[src/verilog/udp_timer_defs.svh]
// constants of the up/down timer compare and pwm stage
// ------------------------------------------------------------------
// Behaviour
// RULE1 - continuous up/down counts up to period, down to zero, repeats forever
// RULE2 - each up/down period lasts twice the period value in scaled ticks
// RULE3 - start above period: count to ffff, wrap to zero, continue from zero
// RULE4 - start equal to period: count down to zero first, then continue
// RULE5 - start below period: count up to period, finish period normally
// RULE6 - direction status reads 1 counting up, 0 counting down
// RULE7 - continuous up/down ignores direction input; internal or external source
// RULE8 - with compare enabled, counter equal to compare value is a match
// RULE9 - compare flag sets two core clocks after the match
// RULE10 - waveform moves one clock after match, never in directional mode
// RULE11 - adc start pulses with the compare flag when selected
// RULE12 - interrupt request only when unmasked and no higher group request
// RULE13 - asymmetric: 0 at start, set on match, 0 at period end unless next compare zero
// RULE14 - asymmetric: compare zero all high, above period all low, equal one tick
// RULE15 - symmetric: 0 at start, toggle on both matches, 0 at end if no second
// RULE16 - symmetric: compare zero at start drives 1, stays 1 with zero again
// RULE17 - symmetric: first toggle skipped when compare at or above period
// RULE18 - active high passes waveform, active low inverts it
// RULE19 - forced patterns drive the pin immediately regardless of the generator
// RULE20 - pin high impedance on output disable, unmasked protect low, reset
// RULE21 - mode code 101 is continuous up/down; 110 and 111 undefined
// RULE22 - compare reload at zero (00), zero or period (01), immediately (10)
// RULE23 - run bit clear holds counter and resets prescaler; set allows counting
// RULE24 - polarity 00 forced low, 01 active low, 10 active high
// RULE25 - polarity 11 forced high
// RULE26 - counter advances only on prescaled ticks of the selected source
// ------------------------------------------------------------------
`ifndef UDP_TIMER_DEFS_SVH
`define UDP_TIMER_DEFS_SVH
// register offsets
`define UDP_OFS_TIMER_CONTROL 3'h0
`define UDP_OFS_GLOBAL_CONTROL 3'h1
`define UDP_OFS_PERIOD 3'h2
`define UDP_OFS_COMPARE 3'h3
`define UDP_OFS_COUNTER 3'h4
`define UDP_OFS_FLAGS 3'h5
// timer_control fields
`define UDP_TC_MODE_MSB 13
`define UDP_TC_MODE_LSB 11
`define UDP_TC_PRESCALE_MSB 10
`define UDP_TC_PRESCALE_LSB 8
`define UDP_TC_RUN 6
`define UDP_TC_CLKSRC_MSB 5
`define UDP_TC_CLKSRC_LSB 4
`define UDP_TC_RELOAD_MSB 3
`define UDP_TC_RELOAD_LSB 2
`define UDP_TC_CMP_EN 1
`define UDP_TC_WMASK 16'h3f7e
// global_timer_control fields
`define UDP_GC_DIR_STATUS 13
`define UDP_GC_ADC_MSB 8
`define UDP_GC_ADC_LSB 7
`define UDP_GC_OUT_EN 6
`define UDP_GC_POL_MSB 1
`define UDP_GC_POL_LSB 0
// flags register fields
`define UDP_FL_CMP_FLAG 0
`define UDP_FL_CMP_MASK_EN 1
`define UDP_FL_PROTECT_EN 2
// codes
`define UDP_MODE_HOLD 3'h0
`define UDP_MODE_SINGLE_UP 3'h1
`define UDP_MODE_CONT_UP 3'h2
`define UDP_MODE_DIR_UPDOWN 3'h3
`define UDP_MODE_SINGLE_UPDOWN 3'h4
`define UDP_MODE_CONT_UPDOWN 3'h5
`define UDP_SRC_INTERNAL 2'h0
`define UDP_SRC_EXTERNAL 2'h1
`define UDP_RELOAD_ZERO 2'h0
`define UDP_RELOAD_ZERO_PERIOD 2'h1
`define UDP_RELOAD_NOW 2'h2
`define UDP_POL_FORCE_LOW 2'h0
`define UDP_POL_ACTIVE_LOW 2'h1
`define UDP_POL_ACTIVE_HIGH 2'h2
`define UDP_POL_FORCE_HIGH 2'h3
`define UDP_ADC_ON_COMPARE 2'h3
// reset values and counter maximum
`define UDP_RST_WORD 16'h0000
`define UDP_RST_DIR 1'b1
`define UDP_CNT_MAX 16'hffff
`endif

[src/verilog/udp_pkg.sv]
// types of the up/down timer compare and pwm stage
package udp_pkg;
  typedef struct packed {
    logic [15:0] tctl;
    logic [1:0] adc_sel;
    logic out_en;
    logic [1:0] pol;
    logic [15:0] period;
    logic [15:0] cmp_shadow;
    logic [15:0] cmp_active;
    logic [15:0] cnt;
    logic dir;
    logic [6:0] pre;
    logic ext_q;
    logic run_q;
    logic evt;
    logic match_d;
    logic wave;
    logic second;
    logic flag;
    logic mask_en;
    logic prot_en;
    logic pin;
    logic pin_oe_n;
    logic adc;
    logic irq;
    logic [15:0] rdata;
  } udp_state_t;
endpackage : udp_pkg

[src/verilog/udp_timer_pwm.sv]
// up/down timer with compare, waveform generator and output logic
`timescale 1ns/1ps
`default_nettype none
`include "udp_timer_defs.svh"
module udp_timer_pwm (
  input wire logic core_clk, // 200 mhz core clock
  input wire logic rst, // async reset, active high
  input wire logic [2:0] addr, // register index
  input wire logic [15:0] wdata, // write data
  input wire logic we, // write strobe
  input wire logic re, // read strobe
  output logic [15:0] rdata, // read data, cycle after re
  input wire logic ext_clk_in, // external count source
  input wire logic direction_input, // count direction, directional mode
  input wire logic power_drive_protect_n, // protect input, low = fault
  input wire logic higher_prio_pending, // higher priority request in group
  output logic compare_pwm_pin, // pin output value
  output logic compare_pwm_oe_n, // pin enable, low = driving
  output logic adc_start, // adc start pulse
  output logic irq_req // compare interrupt request
);
  udp_pkg::udp_state_t s;
  udp_pkg::udp_state_t n;
  logic [2:0] mode;
  logic [2:0] pscale;
  logic [1:0] clksrc;
  logic [1:0] reload;
  logic run;
  logic cmp_en;
  logic src_tick;
  logic tick;
  logic [6:0] pre_lim;
  logic match;
  logic zero_evt;
  logic is_up;
  logic is_sym;
  logic reload_now;

  assign mode = s.tctl[`UDP_TC_MODE_MSB:`UDP_TC_MODE_LSB];
  assign pscale = s.tctl[`UDP_TC_PRESCALE_MSB:`UDP_TC_PRESCALE_LSB];
  assign clksrc = s.tctl[`UDP_TC_CLKSRC_MSB:`UDP_TC_CLKSRC_LSB];
  assign reload = s.tctl[`UDP_TC_RELOAD_MSB:`UDP_TC_RELOAD_LSB];
  assign run = s.tctl[`UDP_TC_RUN];
  assign cmp_en = s.tctl[`UDP_TC_CMP_EN];
  assign is_up = (mode == `UDP_MODE_SINGLE_UP) || (mode == `UDP_MODE_CONT_UP);
  assign is_sym = (mode == `UDP_MODE_SINGLE_UPDOWN) || (mode == `UDP_MODE_CONT_UPDOWN);

  // ------------------------------------------------------------------
  // prescaler
  // ------------------------------------------------------------------
  assign src_tick = (clksrc == `UDP_SRC_INTERNAL) ? 1'b1 :
                    (clksrc == `UDP_SRC_EXTERNAL) ? (ext_clk_in & ~s.ext_q) : 1'b0; // RULE7
  assign pre_lim = 7'((8'h01 << pscale) - 8'h01);
  assign tick = run && src_tick && (s.pre == pre_lim); // RULE26

  // ------------------------------------------------------------------
  // compare evaluation, one cycle after the counter moves
  // ------------------------------------------------------------------
  assign match = cmp_en && s.evt && (s.cnt == s.cmp_active); // RULE8
  assign zero_evt = s.evt && (s.cnt == 16'h0000);

  always_comb
  begin
    n = s;
    n.ext_q = ext_clk_in;
    n.run_q = run;
    n.evt = tick || (run && !s.run_q);
    n.rdata = 16'h0000;
    reload_now = 1'b0;
    // prescale counter
    if (!run)
    begin
      n.pre = 7'h00; // RULE23
    end
    else if (src_tick)
    begin
      n.pre = (s.pre == pre_lim) ? 7'h00 : s.pre + 7'h01;
    end
    // counter
    if (tick)
    begin
      case (mode)
        `UDP_MODE_SINGLE_UP, `UDP_MODE_CONT_UP:
        begin
          n.dir = 1'b1;
          if (s.cnt == s.period)
          begin
            n.cnt = 16'h0000;
            if (mode == `UDP_MODE_SINGLE_UP)
            begin
              n.tctl[`UDP_TC_RUN] = 1'b0;
            end
          end
          else
          begin
            n.cnt = s.cnt + 16'h0001;
          end
        end
        `UDP_MODE_DIR_UPDOWN:
        begin
          n.dir = direction_input;
          if (direction_input)
          begin
            if ((s.cnt != s.period) && (s.cnt != `UDP_CNT_MAX))
            begin
              n.cnt = s.cnt + 16'h0001;
            end
          end
          else if (s.cnt == 16'h0000)
          begin
            n.cnt = s.period;
          end
          else
          begin
            n.cnt = s.cnt - 16'h0001;
          end
        end
        `UDP_MODE_SINGLE_UPDOWN, `UDP_MODE_CONT_UPDOWN:
        begin
          if (s.dir)
          begin
            if ((s.cnt == s.period) && (s.period != 16'h0000))
            begin
              n.cnt = s.cnt - 16'h0001; // RULE4
              n.dir = 1'b0; // RULE1
            end
            else
            begin
              n.cnt = s.cnt + 16'h0001; // RULE3 RULE5
            end
          end
          else if (s.cnt != 16'h0000)
          begin
            n.cnt = s.cnt - 16'h0001; // RULE2
            if (s.cnt == 16'h0001)
            begin
              n.dir = 1'b1; // RULE1
              if (mode == `UDP_MODE_SINGLE_UPDOWN)
              begin
                n.tctl[`UDP_TC_RUN] = 1'b0;
              end
            end
          end
          else
          begin
            n.dir = 1'b1;
          end
        end
        default:
        begin
          n.cnt = s.cnt; // RULE21
        end
      endcase
      reload_now = (n.cnt == 16'h0000) ||
                   ((reload == `UDP_RELOAD_ZERO_PERIOD) && (n.cnt == s.period));
    end
    // compare reload
    if (((reload == `UDP_RELOAD_ZERO) || (reload == `UDP_RELOAD_ZERO_PERIOD)) && reload_now)
    begin
      n.cmp_active = s.cmp_shadow; // RULE22
    end
    // waveform generator
    n.match_d = match;
    if (is_up) // RULE10
    begin
      if (zero_evt)
      begin
        n.wave = (s.cmp_active == 16'h0000); // RULE13
      end
      if (match)
      begin
        n.wave = 1'b1; // RULE13 RULE14
      end
    end
    else if (is_sym)
    begin
      if (zero_evt)
      begin
        n.second = 1'b0;
        if (s.cmp_active == 16'h0000)
        begin
          n.wave = 1'b1; // RULE16
        end
        else if (!s.second)
        begin
          n.wave = 1'b0; // RULE15
        end
      end
      else if (match)
      begin
        if (!s.dir)
        begin
          n.wave = ~s.wave; // RULE15 RULE17
          n.second = 1'b1;
        end
        else if (s.cmp_active < s.period)
        begin
          n.wave = ~s.wave; // RULE15 RULE17
        end
      end
    end
    // flag, adc start and request; set wins over clear
    n.adc = s.match_d && (s.adc_sel == `UDP_ADC_ON_COMPARE); // RULE11
    // register writes
    if (we)
    begin
      if (addr == `UDP_OFS_TIMER_CONTROL)
      begin
        n.tctl = wdata & `UDP_TC_WMASK;
      end
      else if (addr == `UDP_OFS_GLOBAL_CONTROL)
      begin
        n.adc_sel = wdata[`UDP_GC_ADC_MSB:`UDP_GC_ADC_LSB];
        n.out_en = wdata[`UDP_GC_OUT_EN];
        n.pol = wdata[`UDP_GC_POL_MSB:`UDP_GC_POL_LSB];
      end
      else if (addr == `UDP_OFS_PERIOD)
      begin
        n.period = wdata;
      end
      else if (addr == `UDP_OFS_COMPARE)
      begin
        n.cmp_shadow = wdata;
      end
      else if (addr == `UDP_OFS_COUNTER)
      begin
        n.cnt = wdata;
      end
      else if (addr == `UDP_OFS_FLAGS)
      begin
        if (wdata[`UDP_FL_CMP_FLAG])
        begin
          n.flag = 1'b0;
        end
        n.mask_en = wdata[`UDP_FL_CMP_MASK_EN];
        n.prot_en = wdata[`UDP_FL_PROTECT_EN];
      end
    end
    if (reload == `UDP_RELOAD_NOW)
    begin
      n.cmp_active = n.cmp_shadow; // RULE22
    end
    if (s.match_d)
    begin
      n.flag = 1'b1; // RULE9
    end
    n.irq = s.flag && s.mask_en && !higher_prio_pending; // RULE12
    // output logic
    case (n.pol)
      `UDP_POL_FORCE_LOW: n.pin = 1'b0; // RULE19 RULE24
      `UDP_POL_ACTIVE_LOW: n.pin = ~n.wave; // RULE18 RULE24
      `UDP_POL_ACTIVE_HIGH: n.pin = n.wave; // RULE18 RULE24
      default: n.pin = 1'b1; // RULE19 RULE25
    endcase
    n.pin_oe_n = !(n.out_en && !(s.prot_en && !power_drive_protect_n)); // RULE20
    // register reads
    if (re)
    begin
      if (addr == `UDP_OFS_TIMER_CONTROL)
      begin
        n.rdata = s.tctl;
      end
      else if (addr == `UDP_OFS_GLOBAL_CONTROL)
      begin
        n.rdata[`UDP_GC_DIR_STATUS] = s.dir; // RULE6
        n.rdata[`UDP_GC_ADC_MSB:`UDP_GC_ADC_LSB] = s.adc_sel;
        n.rdata[`UDP_GC_OUT_EN] = s.out_en;
        n.rdata[`UDP_GC_POL_MSB:`UDP_GC_POL_LSB] = s.pol;
      end
      else if (addr == `UDP_OFS_PERIOD)
      begin
        n.rdata = s.period;
      end
      else if (addr == `UDP_OFS_COMPARE)
      begin
        n.rdata = s.cmp_shadow;
      end
      else if (addr == `UDP_OFS_COUNTER)
      begin
        n.rdata = s.cnt;
      end
      else if (addr == `UDP_OFS_FLAGS)
      begin
        n.rdata[`UDP_FL_CMP_FLAG] = s.flag;
        n.rdata[`UDP_FL_CMP_MASK_EN] = s.mask_en;
        n.rdata[`UDP_FL_PROTECT_EN] = s.prot_en;
      end
    end
  end

  always_ff @(posedge core_clk or posedge rst)
  begin
    if (rst)
    begin
      s <= '0;
      s.dir <= `UDP_RST_DIR;
      s.pin_oe_n <= 1'b1; // RULE20
    end
    else
    begin
      s <= n;
    end
  end

  assign rdata = s.rdata;
  assign compare_pwm_pin = s.pin;
  assign compare_pwm_oe_n = s.pin_oe_n;
  assign adc_start = s.adc;
  assign irq_req = s.irq;
endmodule : udp_timer_pwm
`default_nettype wire

[config.mk]
export PLATFORM = sky130hd
export DESIGN_NAME = udp_timer_pwm
export DESIGN_NICKNAME = d
export VERILOG_FILES = /design/src/verilog/udp_pkg.sv /design/src/verilog/udp_timer_pwm.sv
export VERILOG_INCLUDE_DIRS = /design/src /design/src/verilog
export SDC_FILE = /design/constraint.sdc
export NUM_CORES = 1
export LEC_CHECK = 0
export CORE_MARGIN = 2
export CORE_UTILIZATION = 38
export DETAILED_ROUTE_END_ITERATION = 8
export DONT_BUFFER_PORTS = 1
export PLACE_DENSITY = 0.65
export SLEW_MARGIN = 20
export SYNTH_ARGS = -nofsm -noshare
export SYNTH_HDL_FRONTEND = slang
export SYNTH_SLANG_ARGS = --single-unit
[constraint.sdc]
create_clock -name core_clk -period 3.7 [get_ports core_clk]
set_input_delay 0 -clock core_clk [delete_from_list [all_inputs] [get_ports core_clk]]
set_output_delay 0 -clock core_clk [all_outputs]
set_load 0.1 [all_outputs]
### After elaboration in Yosys (flattened, before gate mapping)

Cells that the tools add are included.

* bitwise logic cells: 10
* reduce and logical (&&, ||, !) cells: 49
* mux-type cells: 78
* equality and inequality tests: 30
* shift-type cells: 1
* $add $sub $neg: 4
* magnitude comparators: 1

Operator list (number)
* 16-bit two-way mux: 22
* 16-bit equality test: 3
* 16-bit logical NOT: 3
* 16-bit case mux with 3 select lines: 1
* 44-bit two-way mux: 1
* 37-bit two-way mux: 1
* 17-bit two-way mux: 2
* 32-bit two-way mux: 1
* 16-bit nonzero test: 2
* 3-bit two-way mux: 10
* 7-bit two-way mux: 4
* 1-bit two-way mux: 24
* 16-bit by 1-bit adder with 16-bit output (second input constant): 1
* 16-bit by 1-bit equality test with 1-bit output (second input constant): 1
* 16-bit less-than comparator: 1
* 16-bit != test: 1
* 16-bit != test (second input constant): 1
* 16-bit by 1-bit subtractor with 16-bit output (second input constant): 1
* 1-bit logical AND: 15
* 13-bit two-way mux: 1
* 3-bit by 2-bit equality test with 1-bit output (second input constant): 4
* 3-bit equality test (second input constant): 4
* 2-bit two-way mux: 5
* 2-bit != test (second input constant): 5
* other kinds (26): 59

* logic and storage cells: 198
* input bits: 27
* register bits: 118
* output and inout bits: 20

### Depth between registers and ports, before layout

* word-level depth: 14
* mapped depth: 18
* mapped depth without buffers: 14

### Worst setup path before layout

No wires, ideal clock.

* path kind: flip-flop to flip-flop
* start: register s[37] in the netlist's numbering
* end: register s[54] in the netlist's numbering
* stages on the path, launching flop included: 17
* required time: 3.577 ns
* clock period less this slack: 3.904 ns
* setup time: 0.123 ns
* path buffers: 2
* arrival: 3.782 ns
* setup slack: -0.204 ns
* cells stage by stage: dfrtp_1 -> clkbuf_1 -> inv_1 -> ha_1 -> nor3b_1 -> nand4_2 -> nand2_1 -> o31a_1 -> nor2b_1 -> a211o_1 -> a31o_2 -> xnor2_1 -> or4_1 -> nor4_2 -> o22ai_2 -> buf_6 -> o221a_1

* longest elaborated chain between the ends: 12
* elaborated cells between the ends (all ways): 25
* classes of those cells: add/sub: 2; eq/ne: 4; mux: 10; reduce/logical: 9

Ends and longest elaborated chain
* from (decl): line udp_timer_pwm.sv:22 `udp_pkg::udp_state_t s;`
* from (signal assigned): line udp_timer_pwm.sv:301 `s <= n;`
* parallel branches: the longest is 4 deep, another holds 16-bit by 1-bit subtractor with 16-bit output
* 16-bit case mux with 3 select lines (*): line udp_timer_pwm.sv:82 `case (mode)`
* 16-bit two-way mux (*): line udp_timer_pwm.sv:80 `if (tick)`
* 16-bit equality test: line udp_timer_pwm.sv:155 `` ((reload == `UDP_RELOAD_ZERO_PERIOD) && (n.cnt == s.period)); ``
* 1-bit logical AND: line udp_timer_pwm.sv:155
* 1-bit logical OR (*): line udp_timer_pwm.sv:154 `reload_now = (n.cnt == 16'h0000) ||`
* 1-bit two-way mux (*): line udp_timer_pwm.sv:80
* 1-bit logical AND (*): line udp_timer_pwm.sv:158 `` if (((reload == `UDP_RELOAD_ZERO) || (reload == `UDP_RELOAD_ZERO_PERIOD)) && reload_now) ``
* 2-bit nonzero test (no line) (*)

Every way passes the cells marked *. The select of a mux whose other input is x is not followed.
A chain may end at the register's enable or synchronous reset.

### Worst setup path in the final report

* start: register s[96] in the netlist's numbering
* end: register s[65] in the netlist's numbering

* longest elaborated chain between the ends: 12
* elaborated cells between the ends (all ways): 20
* classes of those cells: eq/ne: 3; mux: 9; reduce/logical: 8

Ends and longest elaborated chain (line)
* 16-bit equality test (tied with other cells): udp_timer_pwm.sv:86, udp_timer_pwm.sv:122
* 1-bit logical AND, on equally long branches: udp_timer_pwm.sv:122, udp_timer_pwm.sv:104
* 16-bit two-way mux, on equally long branches: udp_timer_pwm.sv:122, udp_timer_pwm.sv:104
* 17-bit two-way mux or 16-bit two-way mux (tied branches): udp_timer_pwm.sv:120, udp_timer_pwm.sv:102
* 16-bit case mux with 3 select lines: udp_timer_pwm.sv:82
* 16-bit two-way mux: udp_timer_pwm.sv:80
* 16-bit equality test: udp_timer_pwm.sv:155
* 1-bit logical AND: udp_timer_pwm.sv:155
* 1-bit logical OR (*): udp_timer_pwm.sv:154
* 1-bit two-way mux (*): udp_timer_pwm.sv:80
* 1-bit logical AND (*): udp_timer_pwm.sv:158
* 2-bit nonzero test (no line) (*)

Mark *: on every way between the ends. The rest lies on a longest branch, timed or not. The select of a mux whose other input is x is not followed.

==> results.json <==
{
  "fill_cells": 2099,
  "grt_pass1_wl_um": 52530,
  "multi_input_area_um2": 5301,
  "ys_seq_area_frac": 0.3400,
  "routed_wl_um": 34280,
  "cts_buffer_depth": 2,
  "rsz0062_at_grt": "true",
  "timing.rr.end": "s[65]",
  "fin_crit_sh": 1.076,
  "crit_fanout": 8,
  "power.density_nw_per_um2": 763.1,
  "status": "finished with violations",
  "violations": "negative hold slack, negative setup slack",
  "cts_sinks": 118,
  "finalClockSkew_ps": 9.957,
  "synth_edf_count": 0,
  "path_clk_slew_ps": 60,
  "layout_common_cells": "buf_4 (167), dfrtp_1 (114), nand2_1 (101), o21ai_0 (87), nor2_1 (45)",
  "min_path_cells": 3,
  "cts-root-buf": "clkbuf_16",
  "grt_overflow": 0,
  "synthesis.nets": 1035,
  "r2r-start": "s[96]",
  "synth_area_leaders": "dfrtp_1 (33%), o21ai_0 (5.2%), mux2_2 (4.9%), nand2_1 (4.4%), xor2_1 (4.2%)",
  "die_area_um2": 24100,
  "ant_nets": 0,
  "total_leakage_power_nw": 4.716,
  "die_y_um": 155.3,
  "min_from": "addr[0]",
  "start_util": 0.3851,
  "post-place-ws_ps": -528.1,
  "fin_nets": 1171,
  "antenna_found_initial": 2,
  "hold_violations": 1,
  "ys_ff_latch": 118,
  "synthCells": 989,
  "grt_pass1_vias": 8665,
  "hp-class": "in2reg",
  "cp.arrival_ps": 4340,
  "regArea_um2": 2958,
  "die-width_um": 155.3,
  "path_class": "reg2reg",
  "row_count": 55,
  "ys_types": 84,
  "startpoint_type": "register",
  "synth_area_um2": 8693,
  "core-area_um2": 22570,
  "place_congestion": 0.9973,
  "cts_max_level": 4,
  "synth_top_area_frac": 0.3339,
  "grt_max_degree": 48,
  "r2r_cells": 17,
  "cts_tree": "done",
  "ys_async_sr_fraction": 1.000,
  "layout_commonest_cell": "buf_4",
  "syn_avg_cell_area_um2": 8.790,
  "hold-path-endpoint": "rdata[1]",
  "firstDrtPassIters": 6,
  "cp.required_ps": 4050,
  "clock.fmax_mhz": 251.1,
  "track_usage": 0.2878,
  "wl_per_cell_um": 24.07,
  "drv_cap": 0,
  "maxSlewViolCount": 0,
  "dr.first_iter.drc_count": 1057,
  "ios": 47,
  "port_buffers": 0,
  "whs_ps": -2.805,
  "hpwl_um": 25410,
  "clock_latency_ps": 420,
  "endpoint_kind": "register",
  "synth.largest_area_cell": "dfrtp_1",
  "drc": 0,
  "setup_slack_ps": -282.7,
  "drive_above_1_share": 0.2768,
  "worst_slew_pin_slew_ps": 1120,
  "vias_per_cell": 6.126,
  "synthFlopType": "dfrtp_1",
  "peakVddDrop_v": 0.0003929,
  "total_power_mw": 8.480,
  "r2r_setup_slack_ps": -280,
  "maxSlewHeadroom": 0.2532,
  "yosysWarnings": 0,
  "num_vias": 8724,
  "cts_buffers": 17,
  "setup_violations": 16,
  "min_period_ps": 3983,
  "area_delta_synth_final_pct": 27.84
}
==> cell families after synthesis <==
family / Yosys count / synth area share
AND/OR/NAND/NOR: 327 / 0.2048
AO/OA/AOI/OAI: 263 / 0.2032
buffers and inverters: 125 / 0.07240
flip-flops: 118 / 0.3400
XOR/XNOR: 76 / 0.07657
multiplexers: 61 / 0.07571
adder cells (fa/ha/maj): 19 / 0.02735
==> where the power goes <==
group	switching, mW	internal (mW)	total, mW
Sequential	0.625	1.63	2.26
Clock	0.638	1.15	1.79
Combinational	2.43	2.00	4.43
==> routing by layer <==
metal	share of wire	GRT usage
met1	0.41	0.3835
met2	0.44	0.4415
met3	0.088	0.05181
met4	0.067	0.1638
met5	0	0
==> registers in the layout, summed over array words and instances, names as in the netlist <==
signal,flops
pscale,3
compare_pwm_pin,1
clksrc,2
reload,2
adc_start,1
n,1
cmp_en,1
irq_req,1
mode,3
compare_pwm_oe_n,1
rdata,16
s,86
==> area by class of cell <==
cell class / count / share of cell area
diodes: 1 / 0.0002252
repair buffers: 207 / 0.1555
inverters: 34 / 0.01171
clock inverters: 14 / 0.01779
well taps: 285 / 0.03209
clock buffers: 18 / 0.03952
flip-flops and latches: 118 / 0.2662
multi-input cells: 747 / 0.4770
==> worst max-delay path: stages, from the launching register on <==
cell and delay, ps:
dfrtp_1 420, xor2_1 180, nor4_2 320, buf_4 170, nand4_1 180, buf_4 220, buf_6 130, nand2_1 160
nor2_1 70, o211ai_1 290, a221o_1 360, xnor2_1 190, nand4_1 230, nor4_4 320, buf_6 170, or2_4 160
clkbuf_16 160, o221a_2 190
==> cells in the mapped netlist, types with 9 or more instances <==
cell	n
mux2_2	38
and2_1	10
and3_1	14
buf_4	16
a21o_1	13
or3_1	21
a22oi_1	9
ha_1	19
nand2_1	102
mux2i_1	23
nand2b_1	9
o221a_1	10
xor2_1	42
nand4_1	15
buf_2	14
nor2_1	47
o211ai_1	13
xnor2_1	34
dfrtp_1	116
inv_1	33
clkbuf_1	44
a21oi_1	41
o21ai_0	90
nor4_1	15
nand3_1	24
nor3_1	18
==> stage by stage <==
| step | TNS [ps] | area [µm²] | instances | hold WS [ps] | util |
|---|---|---|---|---|---|
| global placement | -8153 | 9887 | 1351 | -7.172 | 0.4380 |
| finish | -4264 | 11110 | 1424 | -2.805 | 0.4924 |
| CTS | -2770 | 10960 | 1416 | 0.5688 | 0.4858 |
| global route | -5079 | 11110 | 1423 | 19.27 | 0.4922 |
| floorplan | 0 | 8713 | 989 | 31.43 | - |
| detailed placement | -8076 | 9887 | 1351 | -7.861 | 0.4380 |
==> how the worst max path moves through the flow <==
| stage | startpoint | endpoint | cells after the start |
|---|---|---|---|
| final | s[96] | s[65] | 17 |
| after global routing | s[96] | s[58] | 18 |
| after CTS | s[49] | s[55] | 16 |
| after detailed placement | s[90] | s[53] | 14 |
| after global placement | s[90] | s[53] | 13 |
| after floorplan | s[37] | s[54] | 16 |
==> what timing repair did <==
action | 4_1_cts | 5_1_grt
buffers inserted | 5 | 6
hold buffers | 27 | 0
pin swaps | 10 | 17
hold endpoints to repair | 150 | 0
cloned | 1 | 1
endpoints found under the setup margin | 16 | 16
resized for setup | 22 | 18
(Power assumes the default switching activity.)
